<file path="src/line_code_map.svh">
`ifndef LINE_CODE_MAP_SVH
`define LINE_CODE_MAP_SVH

// Register byte offsets within the block
`define LC_OFS_CTRL        4'h0
`define LC_OFS_DIV         4'h4
`define LC_OFS_STATUS      4'h8
`define LC_OFS_COUNT       4'hC

// Control fields
`define LC_CTRL_EN_BIT     0
`define LC_CTRL_POLAR_BIT  1
`define LC_CTRL_MODE_LSB   4
`define LC_CTRL_MODE_MSB   7

// Status fields
`define LC_ST_RUN_BIT      0
`define LC_ST_UNDER_BIT    1
`define LC_ST_POS_BIT      2
`define LC_ST_NEG_BIT      3
`define LC_ST_PHASE_LSB    4
`define LC_ST_PHASE_MSB    7

// Reset values
`define LC_MODE_RST        4'h5
`define LC_DIV_RST         16'h0009
`define LC_POLAR_RST       1'b0

// Mode codes in the control register
`define LC_CODE_LEVEL      4'h0
`define LC_CODE_INV_ONE    4'h1
`define LC_CODE_INV_ZERO   4'h2
`define LC_CODE_RZ         4'h3
`define LC_CODE_PPM        4'h4
`define LC_CODE_PW_THIRD   4'h5
`define LC_CODE_PW_QUART   4'h6
`define LC_CODE_TP_LEVEL   4'h7
`define LC_CODE_TP_MARK    4'h8
`define LC_CODE_TP_SPACE   4'h9

// Sub-bit grid: twelve ticks per bit period, phases 0..11
`define LC_PHASE_LAST      4'hB
`define LC_PHASE_MID       4'h6
`define LC_PHASE_Q1        4'h3
`define LC_PHASE_T1        4'h4
`define LC_PHASE_T2        4'h8
`define LC_PHASE_Q3        4'h9

`endif

</file>
<file path="src/line_code_pkg.sv">
`default_nettype none

package line_code_pkg;

  // Active line code
  typedef enum logic [3:0] {
    MODE_LEVEL,
    MODE_INV_ONE,
    MODE_INV_ZERO,
    MODE_RZ,
    MODE_PULSE_POSITION,
    MODE_PULSE_WIDTH_THIRD,
    MODE_PULSE_WIDTH_QUARTER,
    MODE_TWO_PHASE_LEVEL,
    MODE_TWO_PHASE_MARK,
    MODE_TWO_PHASE_SPACE
  } mode_e;

  // Three-valued line level: pos, neg or neither (zero)
  typedef struct packed {
    logic pos;
    logic neg;
  } line_s;

  // Register write strobe with its target and data
  typedef struct packed {
    logic        en;
    logic [3:0]  ofs;
    logic [31:0] data;
  } regwr_s;

endpackage
`default_nettype wire

</file>
<file path="src/lc_ahb_slave.sv">
`timescale 1ns/1ns
`default_nettype none
`include "line_code_map.svh"

module lc_ahb_slave
  import line_code_pkg::*;
(
  // Clock and reset
  input  wire logic        hclk,
  input  wire logic        hresetn,
  // AHB-Lite slave side
  input  wire logic        hsel,
  input  wire logic [31:0] haddr,
  input  wire logic [1:0]  htrans,
  input  wire logic        hwrite,
  input  wire logic [2:0]  hsize,
  input  wire logic        hready,
  input  wire logic [31:0] hwdata,
  output var  logic [31:0] hrdata,
  output      logic        hreadyout,
  output      logic        hresp,
  // Register file side
  input  wire logic [31:0] rd_data,
  output      logic [3:0]  rd_ofs,
  output      regwr_s      wr
);

  logic        wpend_r;
  logic [3:0]  wofs_r;
  logic        accept;
  logic        mapped;
  logic        word_sz;

  // Address phase decode
  assign accept    = hsel & htrans[1] & hready;
  assign mapped    = (haddr[11:4] == 8'h00);
  assign word_sz   = (hsize == 3'h2);
  assign rd_ofs    = {haddr[3:2], 2'h0};
  assign hreadyout = 1'b1;
  assign hresp     = 1'b0;

  // Write strobe lives in the data phase
  assign wr.en   = wpend_r;
  assign wr.ofs  = wofs_r;
  assign wr.data = hwdata;

  // Capture address phase; read data registered for the data phase
  always_ff @(posedge hclk or negedge hresetn) begin
    if (!hresetn) begin
      wpend_r <= 1'b0;
      wofs_r  <= 4'h0;
      hrdata  <= 32'h0000_0000;
    end else begin
      wpend_r <= accept & hwrite & word_sz & mapped;
      wofs_r  <= {haddr[3:2], 2'h0};
      if (accept && !hwrite) begin
        hrdata <= mapped ? rd_data : 32'h0000_0000; // Unmapped reads zero
      end
    end
  end

endmodule // lc_ahb_slave
`default_nettype wire

</file>
<file path="src/lc_tick_gen.sv">
`timescale 1ns/1ns
`default_nettype none

module lc_tick_gen (
  // Clock and reset
  input  wire logic        hclk,
  input  wire logic        hresetn,
  // Control
  input  wire logic        run,
  input  wire logic [15:0] div,
  // Sub-bit tick, one hclk wide
  output      logic        tick
);

  logic [15:0] cnt_r;
  logic [15:0] cnt_nxt;
  logic        wrap;

  // One tick every div+1 clocks
  assign wrap    = (cnt_r >= div);
  assign tick    = run & wrap;
  assign cnt_nxt = (!run || wrap) ? 16'h0000 : 16'(cnt_r + 16'h0001);

  // Divider counter, parked at zero while stopped
  always_ff @(posedge hclk or negedge hresetn) begin
    if (!hresetn) begin
      cnt_r <= 16'h0000;
    end else begin
      cnt_r <= cnt_nxt;
    end
  end

endmodule // lc_tick_gen
`default_nettype wire

</file>
<file path="src/line_code_encoder.sv">
// Decided for this implementation: the AHB-Lite slave port and the placing of the registers.
`timescale 1ns/1ns
`default_nettype none
`include "line_code_map.svh"

module line_code_encoder
  import line_code_pkg::*;
(
  // Clock and reset
  input  wire logic        hclk,
  input  wire logic        hresetn,
  // AHB-Lite register bus
  input  wire logic        hsel,
  input  wire logic [31:0] haddr,
  input  wire logic [1:0]  htrans,
  input  wire logic        hwrite,
  input  wire logic [2:0]  hsize,
  input  wire logic        hready,
  input  wire logic [31:0] hwdata,
  output      logic [31:0] hrdata,
  output      logic        hreadyout,
  output      logic        hresp,
  // Serial bit source
  input  wire logic        bit_data,
  input  wire logic        bit_valid,
  output      logic        bit_ready,
  // Line driver
  output var  line_s       line_out
);

  // Map a control field code to a mode; unknown codes fall back to default
  function automatic mode_e decode_mode(input logic [3:0] code);
    mode_e m;
    m = MODE_PULSE_WIDTH_THIRD;
    case (code)
      `LC_CODE_LEVEL:     m = MODE_LEVEL;
      `LC_CODE_INV_ONE:   m = MODE_INV_ONE;
      `LC_CODE_INV_ZERO:  m = MODE_INV_ZERO;
      `LC_CODE_RZ:        m = MODE_RZ;
      `LC_CODE_PPM:       m = MODE_PULSE_POSITION;
      `LC_CODE_PW_THIRD:  m = MODE_PULSE_WIDTH_THIRD;
      `LC_CODE_PW_QUART:  m = MODE_PULSE_WIDTH_QUARTER;
      `LC_CODE_TP_LEVEL:  m = MODE_TWO_PHASE_LEVEL;
      `LC_CODE_TP_MARK:   m = MODE_TWO_PHASE_MARK;
      `LC_CODE_TP_SPACE:  m = MODE_TWO_PHASE_SPACE;
      default:            m = MODE_PULSE_WIDTH_THIRD;
    endcase
    return m;
  endfunction

  // Codes whose held level toggles at every bit boundary
  function automatic logic is_transition_code(input mode_e m);
    logic t;
    t = 1'b0;
    case (m)
      MODE_TWO_PHASE_MARK, MODE_TWO_PHASE_SPACE: t = 1'b1;
      default:                                   t = 1'b0;
    endcase
    return t;
  endfunction

  // Two-level codes may swing negative; pulse codes stay unipolar
  function automatic logic is_two_level(input mode_e m);
    logic t;
    t = 1'b0;
    case (m)
      MODE_LEVEL, MODE_INV_ONE, MODE_INV_ZERO: t = 1'b1;
      MODE_TWO_PHASE_LEVEL:                    t = 1'b1;
      default:                                 t = is_transition_code(m);
    endcase
    return t;
  endfunction

  // Register file state
  logic        enable_r;
  logic        polar_r;
  logic [3:0]  mode_code_r;
  logic [15:0] div_r;
  logic        underrun_r;
  logic [15:0] count_r;
  logic        enable_nxt;
  logic        polar_nxt;
  logic [3:0]  mode_code_nxt;
  logic [15:0] div_nxt;
  logic        underrun_nxt;
  logic [15:0] count_nxt;

  // Encoder state
  logic        started_r;
  logic [3:0]  phase_r;
  logic        bit_r;
  logic        lvl_r;
  logic        started_nxt;
  logic [3:0]  phase_nxt;
  logic        bit_nxt;
  logic        lvl_nxt;
  line_s       line_nxt;

  // Bus side wires
  regwr_s      wr;
  logic [3:0]  rd_ofs;
  logic [31:0] rd_data;
  logic        wr_ctrl;
  logic        wr_div;
  logic        wr_status;

  // Timing and code wires
  logic        tick;
  mode_e       mode;
  logic        bit_start;
  logic        mid_tick;
  logic        next_bit;
  logic        tog_start;
  logic        tog_mid;
  logic        high;
  logic        two_level;
  logic        second_half;

  lc_ahb_slave u_bus (
    .hclk      (hclk),
    .hresetn   (hresetn),
    .hsel      (hsel),
    .haddr     (haddr),
    .htrans    (htrans),
    .hwrite    (hwrite),
    .hsize     (hsize),
    .hready    (hready),
    .hwdata    (hwdata),
    .hrdata    (hrdata),
    .hreadyout (hreadyout),
    .hresp     (hresp),
    .rd_data   (rd_data),
    .rd_ofs    (rd_ofs),
    .wr        (wr)
  );

  lc_tick_gen u_tick (
    .hclk    (hclk),
    .hresetn (hresetn),
    .run     (enable_r),
    .div     (div_r),
    .tick    (tick)
  );

  // Write target decode
  assign wr_ctrl   = wr.en & (wr.ofs == `LC_OFS_CTRL);
  assign wr_div    = wr.en & (wr.ofs == `LC_OFS_DIV);
  assign wr_status = wr.en & (wr.ofs == `LC_OFS_STATUS);

  // Control register: mode and polarity only take while stopped
  assign enable_nxt    = wr_ctrl ? wr.data[`LC_CTRL_EN_BIT] : enable_r;
  assign polar_nxt     = (wr_ctrl && !enable_r) ?
                         wr.data[`LC_CTRL_POLAR_BIT] : polar_r;
  assign mode_code_nxt = (wr_ctrl && !enable_r) ?
                         wr.data[`LC_CTRL_MODE_MSB:`LC_CTRL_MODE_LSB] : mode_code_r;
  assign div_nxt       = (wr_div && !enable_r) ? wr.data[15:0] : div_r;

  // Underrun is sticky; a new underrun beats a write-one clear
  assign underrun_nxt = (bit_start & ~bit_valid) |
                        (underrun_r & ~(wr_status & wr.data[`LC_ST_UNDER_BIT]));

  // Bits sent since reset, wrapping
  assign count_nxt = bit_start ? 16'(count_r + 16'h0001) : count_r;

  // Read data selection
  assign rd_data = (rd_ofs == `LC_OFS_CTRL)   ? {24'h00_0000, mode_code_r, 2'h0, polar_r,
                                                  enable_r} :
                   (rd_ofs == `LC_OFS_DIV)    ? {16'h0000, div_r} :
                   (rd_ofs == `LC_OFS_STATUS) ? {24'h00_0000, phase_r, line_out.neg,
                                                  line_out.pos, underrun_r, started_r} :
                                                {16'h0000, count_r};

  // Active mode from the static control field
  assign mode = decode_mode(mode_code_r);

  // Bit boundary on the tick that closes phase 11, or the first tick after start
  assign bit_start = enable_r & tick & (~started_r | (phase_r == `LC_PHASE_LAST));
  assign mid_tick  = enable_r & tick & started_r & (phase_r == 4'(`LC_PHASE_MID - 4'h1));
  assign bit_ready = bit_start;
  assign next_bit  = bit_valid & bit_data;

  // Held-level toggles at bit start
  assign tog_start = bit_start &
                     (((mode == MODE_INV_ONE) & next_bit) |
                      ((mode == MODE_INV_ZERO) & ~next_bit) |
                      (started_r & is_transition_code(mode)));

  // Held-level toggles at the bit midpoint
  assign tog_mid = mid_tick &
                   (((mode == MODE_TWO_PHASE_MARK) & bit_r) |
                    ((mode == MODE_TWO_PHASE_SPACE) & ~bit_r));

  // Sequencing of phase, bit and held level
  assign started_nxt = enable_r & (started_r | tick);
  assign phase_nxt   = !enable_r ? 4'h0 :
                       bit_start ? 4'h0 :
                       tick      ? 4'(phase_r + 4'h1) : phase_r;
  assign bit_nxt     = !enable_r ? 1'b0 : (bit_start ? next_bit : bit_r);
  assign lvl_nxt     = !enable_r ? 1'b0 : (lvl_r ^ (tog_start | tog_mid));
  assign second_half = (phase_r >= `LC_PHASE_MID);

  // High or low for the current phase of the current bit
  always_comb begin
    high = 1'b0;
    case (mode)
      MODE_LEVEL: begin
        high = bit_r;
      end
      MODE_INV_ONE, MODE_INV_ZERO: begin
        high = lvl_r;
      end
      MODE_RZ: begin
        high = bit_r & ~second_half;
      end
      MODE_PULSE_POSITION: begin
        high = bit_r ? (second_half & (phase_r < `LC_PHASE_Q3)) :
                       (phase_r < `LC_PHASE_Q1);
      end
      MODE_PULSE_WIDTH_THIRD: begin
        high = bit_r ? (phase_r < `LC_PHASE_T2) : (phase_r < `LC_PHASE_T1);
      end
      MODE_PULSE_WIDTH_QUARTER: begin
        high = bit_r ? (phase_r < `LC_PHASE_Q3) : (phase_r < `LC_PHASE_Q1);
      end
      MODE_TWO_PHASE_LEVEL: begin
        high = bit_r ^ second_half;
      end
      MODE_TWO_PHASE_MARK, MODE_TWO_PHASE_SPACE: begin
        high = lvl_r;
      end
      default: begin
        high = 1'b0;
      end
    endcase
  end

  // Only the two-level codes drive negative in polar form
  assign two_level = is_two_level(mode);

  // Three-valued line level
  assign line_nxt.pos = started_r & high;
  assign line_nxt.neg = started_r & ~high & two_level & polar_r;

  // Register file
  always_ff @(posedge hclk or negedge hresetn) begin
    if (!hresetn) begin
      enable_r    <= 1'b0;
      polar_r     <= `LC_POLAR_RST;
      mode_code_r <= `LC_MODE_RST;
      div_r       <= `LC_DIV_RST;
      underrun_r  <= 1'b0;
      count_r     <= 16'h0000;
    end else begin
      enable_r    <= enable_nxt;
      polar_r     <= polar_nxt;
      mode_code_r <= mode_code_nxt;
      div_r       <= div_nxt;
      underrun_r  <= underrun_nxt;
      count_r     <= count_nxt;
    end
  end

  // Encoder sequencing
  always_ff @(posedge hclk or negedge hresetn) begin
    if (!hresetn) begin
      started_r <= 1'b0;
      phase_r   <= 4'h0;
      bit_r     <= 1'b0;
      lvl_r     <= 1'b0;
    end else begin
      started_r <= started_nxt;
      phase_r   <= phase_nxt;
      bit_r     <= bit_nxt;
      lvl_r     <= lvl_nxt;
    end
  end

  // Line output registered so transitions are glitch-free
  always_ff @(posedge hclk or negedge hresetn) begin
    if (!hresetn) begin
      line_out <= '0;
    end else begin
      line_out <= line_nxt;
    end
  end

endmodule // line_code_encoder
`default_nettype wire

</file>
<file path="config.mk">
export PLATFORM = sky130hd
export DESIGN_NAME = line_code_encoder
export DESIGN_NICKNAME = d
export VERILOG_FILES = /design/src/line_code_pkg.sv /design/src/lc_ahb_slave.sv /design/src/lc_tick_gen.sv /design/src/line_code_encoder.sv
export VERILOG_INCLUDE_DIRS = /design/src
export SDC_FILE = /design/constraint.sdc
export NUM_CORES = 1
export LEC_CHECK = 0
export BUFFER_PORTS_ARGS = -buffer_cell sky130_fd_sc_hd__buf_4
export CORE_MARGIN = 3
export CORE_UTILIZATION = 25
export CTS_BUF_LIST = sky130_fd_sc_hd__clkbuf_4
export CTS_CLUSTER_DIAMETER = 80
export DETAILED_ROUTE_END_ITERATION = 8
export PLACE_DENSITY = 0.52
export SYNTH_ARGS = -nofsm -noshare
export SYNTH_HDL_FRONTEND = slang
export SYNTH_SLANG_ARGS = --single-unit
</file>
<file path="constraint.sdc">
create_clock -name hclk -period 3.3 [get_ports hclk]
set_clock_uncertainty 0.15 [all_clocks]
set_input_delay 0 -clock hclk [delete_from_list [all_inputs] [get_ports hclk]]
set_output_delay 0 -clock hclk [all_outputs]
set_load 0.02 [all_outputs]
</file>
# Word level (Yosys, flattened, before mapping)
# Memory sizes are Yosys's and may differ from the RTL's.
# Index checks and enable logic that the tools add are counted.
# Widths: inputs -> output; s select.
[word_totals]
reg_bits = 99
mem_bits_ro = 64
elab_cells = 121
memories = 1
[op_classes]
n_addsub = 3
n_lt_le_gt_ge = 6
eq_ne = 18
n_mux = 17
bitwise_logic = 47
reduce_logical = 13
[memory_table]
columns = ["memory", "depth", "width", "rd", "rd_clocked_by_memory_dff", "write_ports", "line_no", "text"]
rows = [
  ["(no name shown)", 16, 4, 1, 0, 0, "line_code_encoder.sv:35", "case (code)"],
]
[ops]
columns = ["cell", "n"]
rows = [
  ["$mux 16", 5],
  ["$add 16x1->16 const B", 2],
  ["$and 1x1->1", 31],
  ["$eq 4x3->1 const B", 5],
  ["$ge 16x16->1", 1],
  ["$eq 4x4->1 const B", 3],
  ["$logic_not 4->1", 3],
  ["$mux 4", 3],
  ["$eq 4x2->1 const B", 2],
  ["$logic_not 8->1", 1],
  ["$lt 4x4->1 const B", 2],
  ["$mux 1", 8],
  ["$reduce_or 4->1", 2],
  ["$not 1->1", 7],
  ["$or 1x1->1", 7],
  ["$pmux 1 s7", 1],
  ["$add 4x1->4 const B", 1],
  ["$eq 2x1->1 const B", 2],
  ["$eq 2x2->1 const B", 2],
  ["$eq 4x1->1 const B", 1],
  ["$ge 4x3->1 const B", 1],
  ["$lt 4x2->1 const B", 1],
  ["$lt 4x3->1 const B", 1],
  ["$eq 3x2->1 const B", 1],
  ["7 further kinds", 11],
]

# Logic depth before layout (Yosys ltp)
# An unclocked memory read counts as a cell.
[depth]
ltp_word = 10
ltp_mapped = 11
ltp_nobuf = 10

# Hierarchy
# A second synthesis with hierarchy kept.
[unflattened]
hier_cells = 586
area_unflattened_um2 = 5700.5
[by_module_without_submodules]
columns = ["module", "n_inst", "cells_each", "area_each_um2", "seq_area_each_um2"]
rows = [
  ["line_code_encoder", 1, 264, 2698.8, 1206.2],
  ["lc_ahb_slave", 1, 192, 1825.5, 875.8],
  ["lc_tick_gen", 1, 130, 1176.1, 400.4],
]

# Worst setup path after synthesis
# No wires, ideal clock.
[synth_path]
path_type = "flip-flop to flip-flop"
start = "reg div_r[0]"
end = "reg bit_r"
setup_ps = 120
t_arrival_ps = 2090
t_required_ps = 3030
slack_ps = 940
path_stages_with_launch = 10
cell_sequence = "dfstp_2 -> ha_1 -> nand2b_1 -> a2111o_1 -> a31oi_4 -> nand2_2 -> nand3_2 -> inv_2 -> buf_6 -> a31o_1"
[synth_between]
elab_chain_cells = 5
[synth_rtl]
columns = ["item", "line_no", "text"]
rows = [
  ["from (decl)", "line_code_encoder.sv:78", "logic [15:0] div_r;"],
  ["from (signal assigned)", "line_code_encoder.sv:250", "div_r <= `LC_DIV_RST;"],
  ["from (signal assigned)", "line_code_encoder.sv:257", "div_r <= div_nxt;"],
  ["$ge 16x16->1", "lc_tick_gen.sv:20", "assign wrap = (cnt_r >= div);"],
  ["$and 1x1->1", "lc_tick_gen.sv:21", "assign tick = run & wrap;"],
  ["$and 1x1->1 (2 in series)", "line_code_encoder.sv:177", "assign bit_start = enable_r & tick & (~started_r | (phase_r == `LC_PHASE_LAST));"],
  ["named net bit_ready", "line_code_encoder.sv:26", "output logic bit_ready,"],
  ["$ne 2x1->1 (no source line)", "--", ""],
  ["to (signal assigned)", "line_code_encoder.sv:273", "bit_r <= bit_nxt;"],
  ["to (decl)", "line_code_encoder.sv:91", "logic bit_r;"],
]
# The timed path passes the listed nets, and every way through them passes these cells.
# A chain may end at the register's enable or synchronous reset.

# Worst setup path in the final report
[layout_path]
start = "reg u_tick.cnt_r[13]"
end = "out bit_ready"
[layout_between]
elab_chain_cells = 4
[layout_rtl]
columns = ["item", "line_no", "text"]
rows = [
  ["from (decl)", "lc_tick_gen.sv:15", "logic [15:0] cnt_r;"],
  ["from (signal assigned)", "lc_tick_gen.sv:29", "cnt_r <= cnt_nxt;"],
  ["$ge 16x16->1", "lc_tick_gen.sv:20", ""],
  ["$and 1x1->1", "lc_tick_gen.sv:21", ""],
  ["$and 1x1->1 (2 in series)", "line_code_encoder.sv:177", ""],
  ["to (decl)", "line_code_encoder.sv:26", ""],
]
# Every way passes these cells.

==> results.md <==
- Flops & latches, synth: 83
- Gates resized, CTS repair: 0
- Clock sinks: 83
- Cell type contributing the most total cell area after synthesis: dfrtp_1
- Global-route wire length before repair: 17800 um
- Layout-stage area growth over the synthesis result: 20.6%
- Post-route DRC: 0
- Path depth of the worst reg2reg path: 8
- GRT Resource Usage Total: 0.114
- Top area cells in the synthesized netlist: dfrtp_1, ha_1, o21ai_0
- Endpoint class of the critical path: output port
- Wire length after detailed routing: 10800 um
- Worst IR drop on VDD: 0.142 mV
- Async SR Flop Fraction: 1.00
- Final setup margin: 0.322 ns
- Startpoint types: flip-flop
- Clock-pin slew on the worst setup and hold paths: 0.14 ns
- Required time at the endpoint of the critical path: 3.15 ns
- Fraction of layout instances using a drive strength above 1: 0.182
- Leakage dissipation: 0.00262 uW
- Die H: 141 um
- Total number of H-tree levels: 3
- Placement Cell Area: 5070 um^2
- Total Die Area: 19700 um^2
- Post-route fraction of the period consumed by the critical path: 0.903
- Hold path cells: 4
- Worst endpoint data arrival time: 2.83 ns
- Via/cell ratio: 4.52
- Final weighted congestion in routability-driven placement: 0.754
- Final setup violation count: 0
- Worst slew pin tran: 1.07 ns
- Root Driver: clkbuf_4
- Area taken by flip-flops and latches: 2080 um^2
- Number of maximum-capacitance violations: 0
- Top FF cell, synth: dfrtp_1
- Worst-skew pair later-pin latency: 0.46 ns
- Number of diodes added for antenna fixing: 0
- Shortest period the worst path allows: 2.98 ns
- Drt first pass iters: 4
- Setup repair after global routing missed its margin: false
- Post-synthesis instance area: 4520 um^2
- FMAX: 0.336 GHz
- Floorplan die width: 141 um
- Setup WS pre-CTS: 0.542 ns
- Worst min path class: in2reg
- Via count of the first global-routing pass: 3525
- Finished layout cell area: 5460 um^2
- Synth Area per Inst: 10.1 um^2
- Effective utilization at floorplan: 0.259
- Setup bufs post-CTS: 0
- Global route total overflow: 0
- Power per cell area: 332 nW/um^2
- Total CTS buffers: 9
- Nets: 621
- Detailed Route Iter0 Violations: 180
- Wire length per cell after detailed routing: 14.4 um
- Final hold violation count: 0
- Vias after detailed routing: 3400
- Setup TNS: 0 ns
- Post-Place Cells: 708
- I/O pin count: 113
- Final Slew Violations: 0
- Core Util, Final: 0.312
- Cell variety after synth: 55
- Warnings, synthesis: 0
- Most frequently used cell type in the post-synthesis netlist: dfrtp_1
- Gate count of the mapped netlist: 448
- Largest net degree at the start of global routing: 84
- Multi-input combinational cell area: 2200 um^2
- Worst Path Max Fanout: 14
- Half-perimeter wire length after placement: 7850 um
- Relative slew margins: 0.290
- Number of enable flip-flop cells after synthesis: 0
- Sequential fraction of the synthesis area: 0.460
- Number of buffers between clock root and the deepest sink: 2
- TritonCTS clock tree: done
- Top cell types by occurrence after synthesis: dfrtp_1, nand2_1, o21ai_0
- Critical path start-end classification: reg2out
- Detail Route Antenna Nets: 0
- Final cell count without fillers: 752
- Status: finished clean
- Number of buffers added on ports: 55
- Fill cell instance count of the final layout: 1796
- Core Region: 17500 um^2
- Top cell type's share of synthesized area: 0.437
- Number of antenna violations at the first check in global routing: 0
- Row Count: 48
==> where the power goes <==
group	internal [uW]	switching, uW
Combinational	103	112
Sequential	1050	43.2
Clock	143	360
Total	1300	515
==> what timing repair did <==
action | CTS | global route
hold buffers | 28 | 0
hold endpoints to repair | 122 | 0
endpoints found under the setup margin | 0 | 0
==> stage by stage <==
stage | power, uW | hold slack, ns
2_1_floorplan | 1240 | -0.446
3_3_place_gp | 1300 | 0.0595
3_5_place_dp | 1310 | 0.0640
4_1_cts | 1850 | 0.0193
5_1_grt | 1920 | 0.0613
6_report | 1810 | 0.0263
==> final cells by class <==
class,count,area share
clock buffers,9,0.0124
clock inverters,7,0.00642
inverters,23,0.0158
multi-input cells,321,0.404
flip-flops and latches,83,0.382
well taps,225,0.0516
repair buffers,84,0.128
==> worst max-delay path, cell delays in order (launching register included) <==
cell     delay [ns]
dfrtp_1        0.44
ha_1           0.33
nand4_2        0.19
nor4_4         0.36
a31oi_4        0.14
nand2_2        0.25
nand3_2        0.13
inv_2          0.31
buf_4          0.21
==> logic make-up (layout without fill, tap and decap cells) <==
group	count (synthesis)	count (layout)	share of synthesized area
flops	83	83	0.460
other cells	2	18	0.00166
xor+xnor	27	27	0.0523
mux	24	24	0.0716
compound gates	78	78	0.110
fa+ha+maj	23	23	0.0636
buf+inv	60	123	0.0672
simple gates	151	151	0.173
==> final timing paths <==
path                                  startpoint                to  slack (ns)
worst max register to register          div_r[0]        underrun_r        0.41
min in group asynchronous                hresetn             lvl_r        0.12
worst min-delay path                      hwrite  u_bus.hrdata[13]        0.03
worst min register to register       count_r[15]       count_r[15]        0.33
max in group asynchronous                hresetn       count_r[15]        2.18
worst max-delay path            u_tick.cnt_r[13]         bit_ready        0.32
==> metal layers <==
metal	share of wire	global-route usage	vias up
li1	-	-	1674
met1	0.44	0.141	1664
met2	0.51	0.193	46
met3	0.031	0.0212	16
met4	0.020	0.0490	0
met5	0	0	-
==> layout by cell type (no fill, tap or decap), types with 2 or more instances in the layout <==
cell type	n
clkinv_1	4
nand2b_1	4
conb_1	18
nand4_1	9
xnor2_1	19
o21ai_0	39
a22o_1	10
nor3_1	4
nor4_1	2
dlygate4sd3_1	28
a21oi_1	12
buf_4	56
clkbuf_4	9
dfstp_2	4
nand2_1	52
o22ai_1	3
and2_1	3
ha_1	23
nand3b_1	3
dfrtp_1	79
inv_1	22
nand3_2	3
mux4_2	6
a211oi_1	2
nand3_1	11
nor2_1	25
xor2_1	8
nor2b_1	3
o21a_1	2
clkinvlp_4	2
mux2_2	6
or3_1	3
mux2i_1	11
nor3b_1	2
and3_1	17
==> registers in the layout, summed over array words and instances (netlist names) <==
register and cells:
phase_r 4, bit_r 1, underrun_r 1, u_bus.wofs_r 2, mode_code_r 4, div_r 16
polar_r 1, lvl_r 1, u_bus.wpend_r 1, line_out 2, started_r 1, u_bus.hrdata 16
count_r 16, enable_r 1, u_tick.cnt_r 16
No activity file was read; power rests on OpenSTA's default activity.
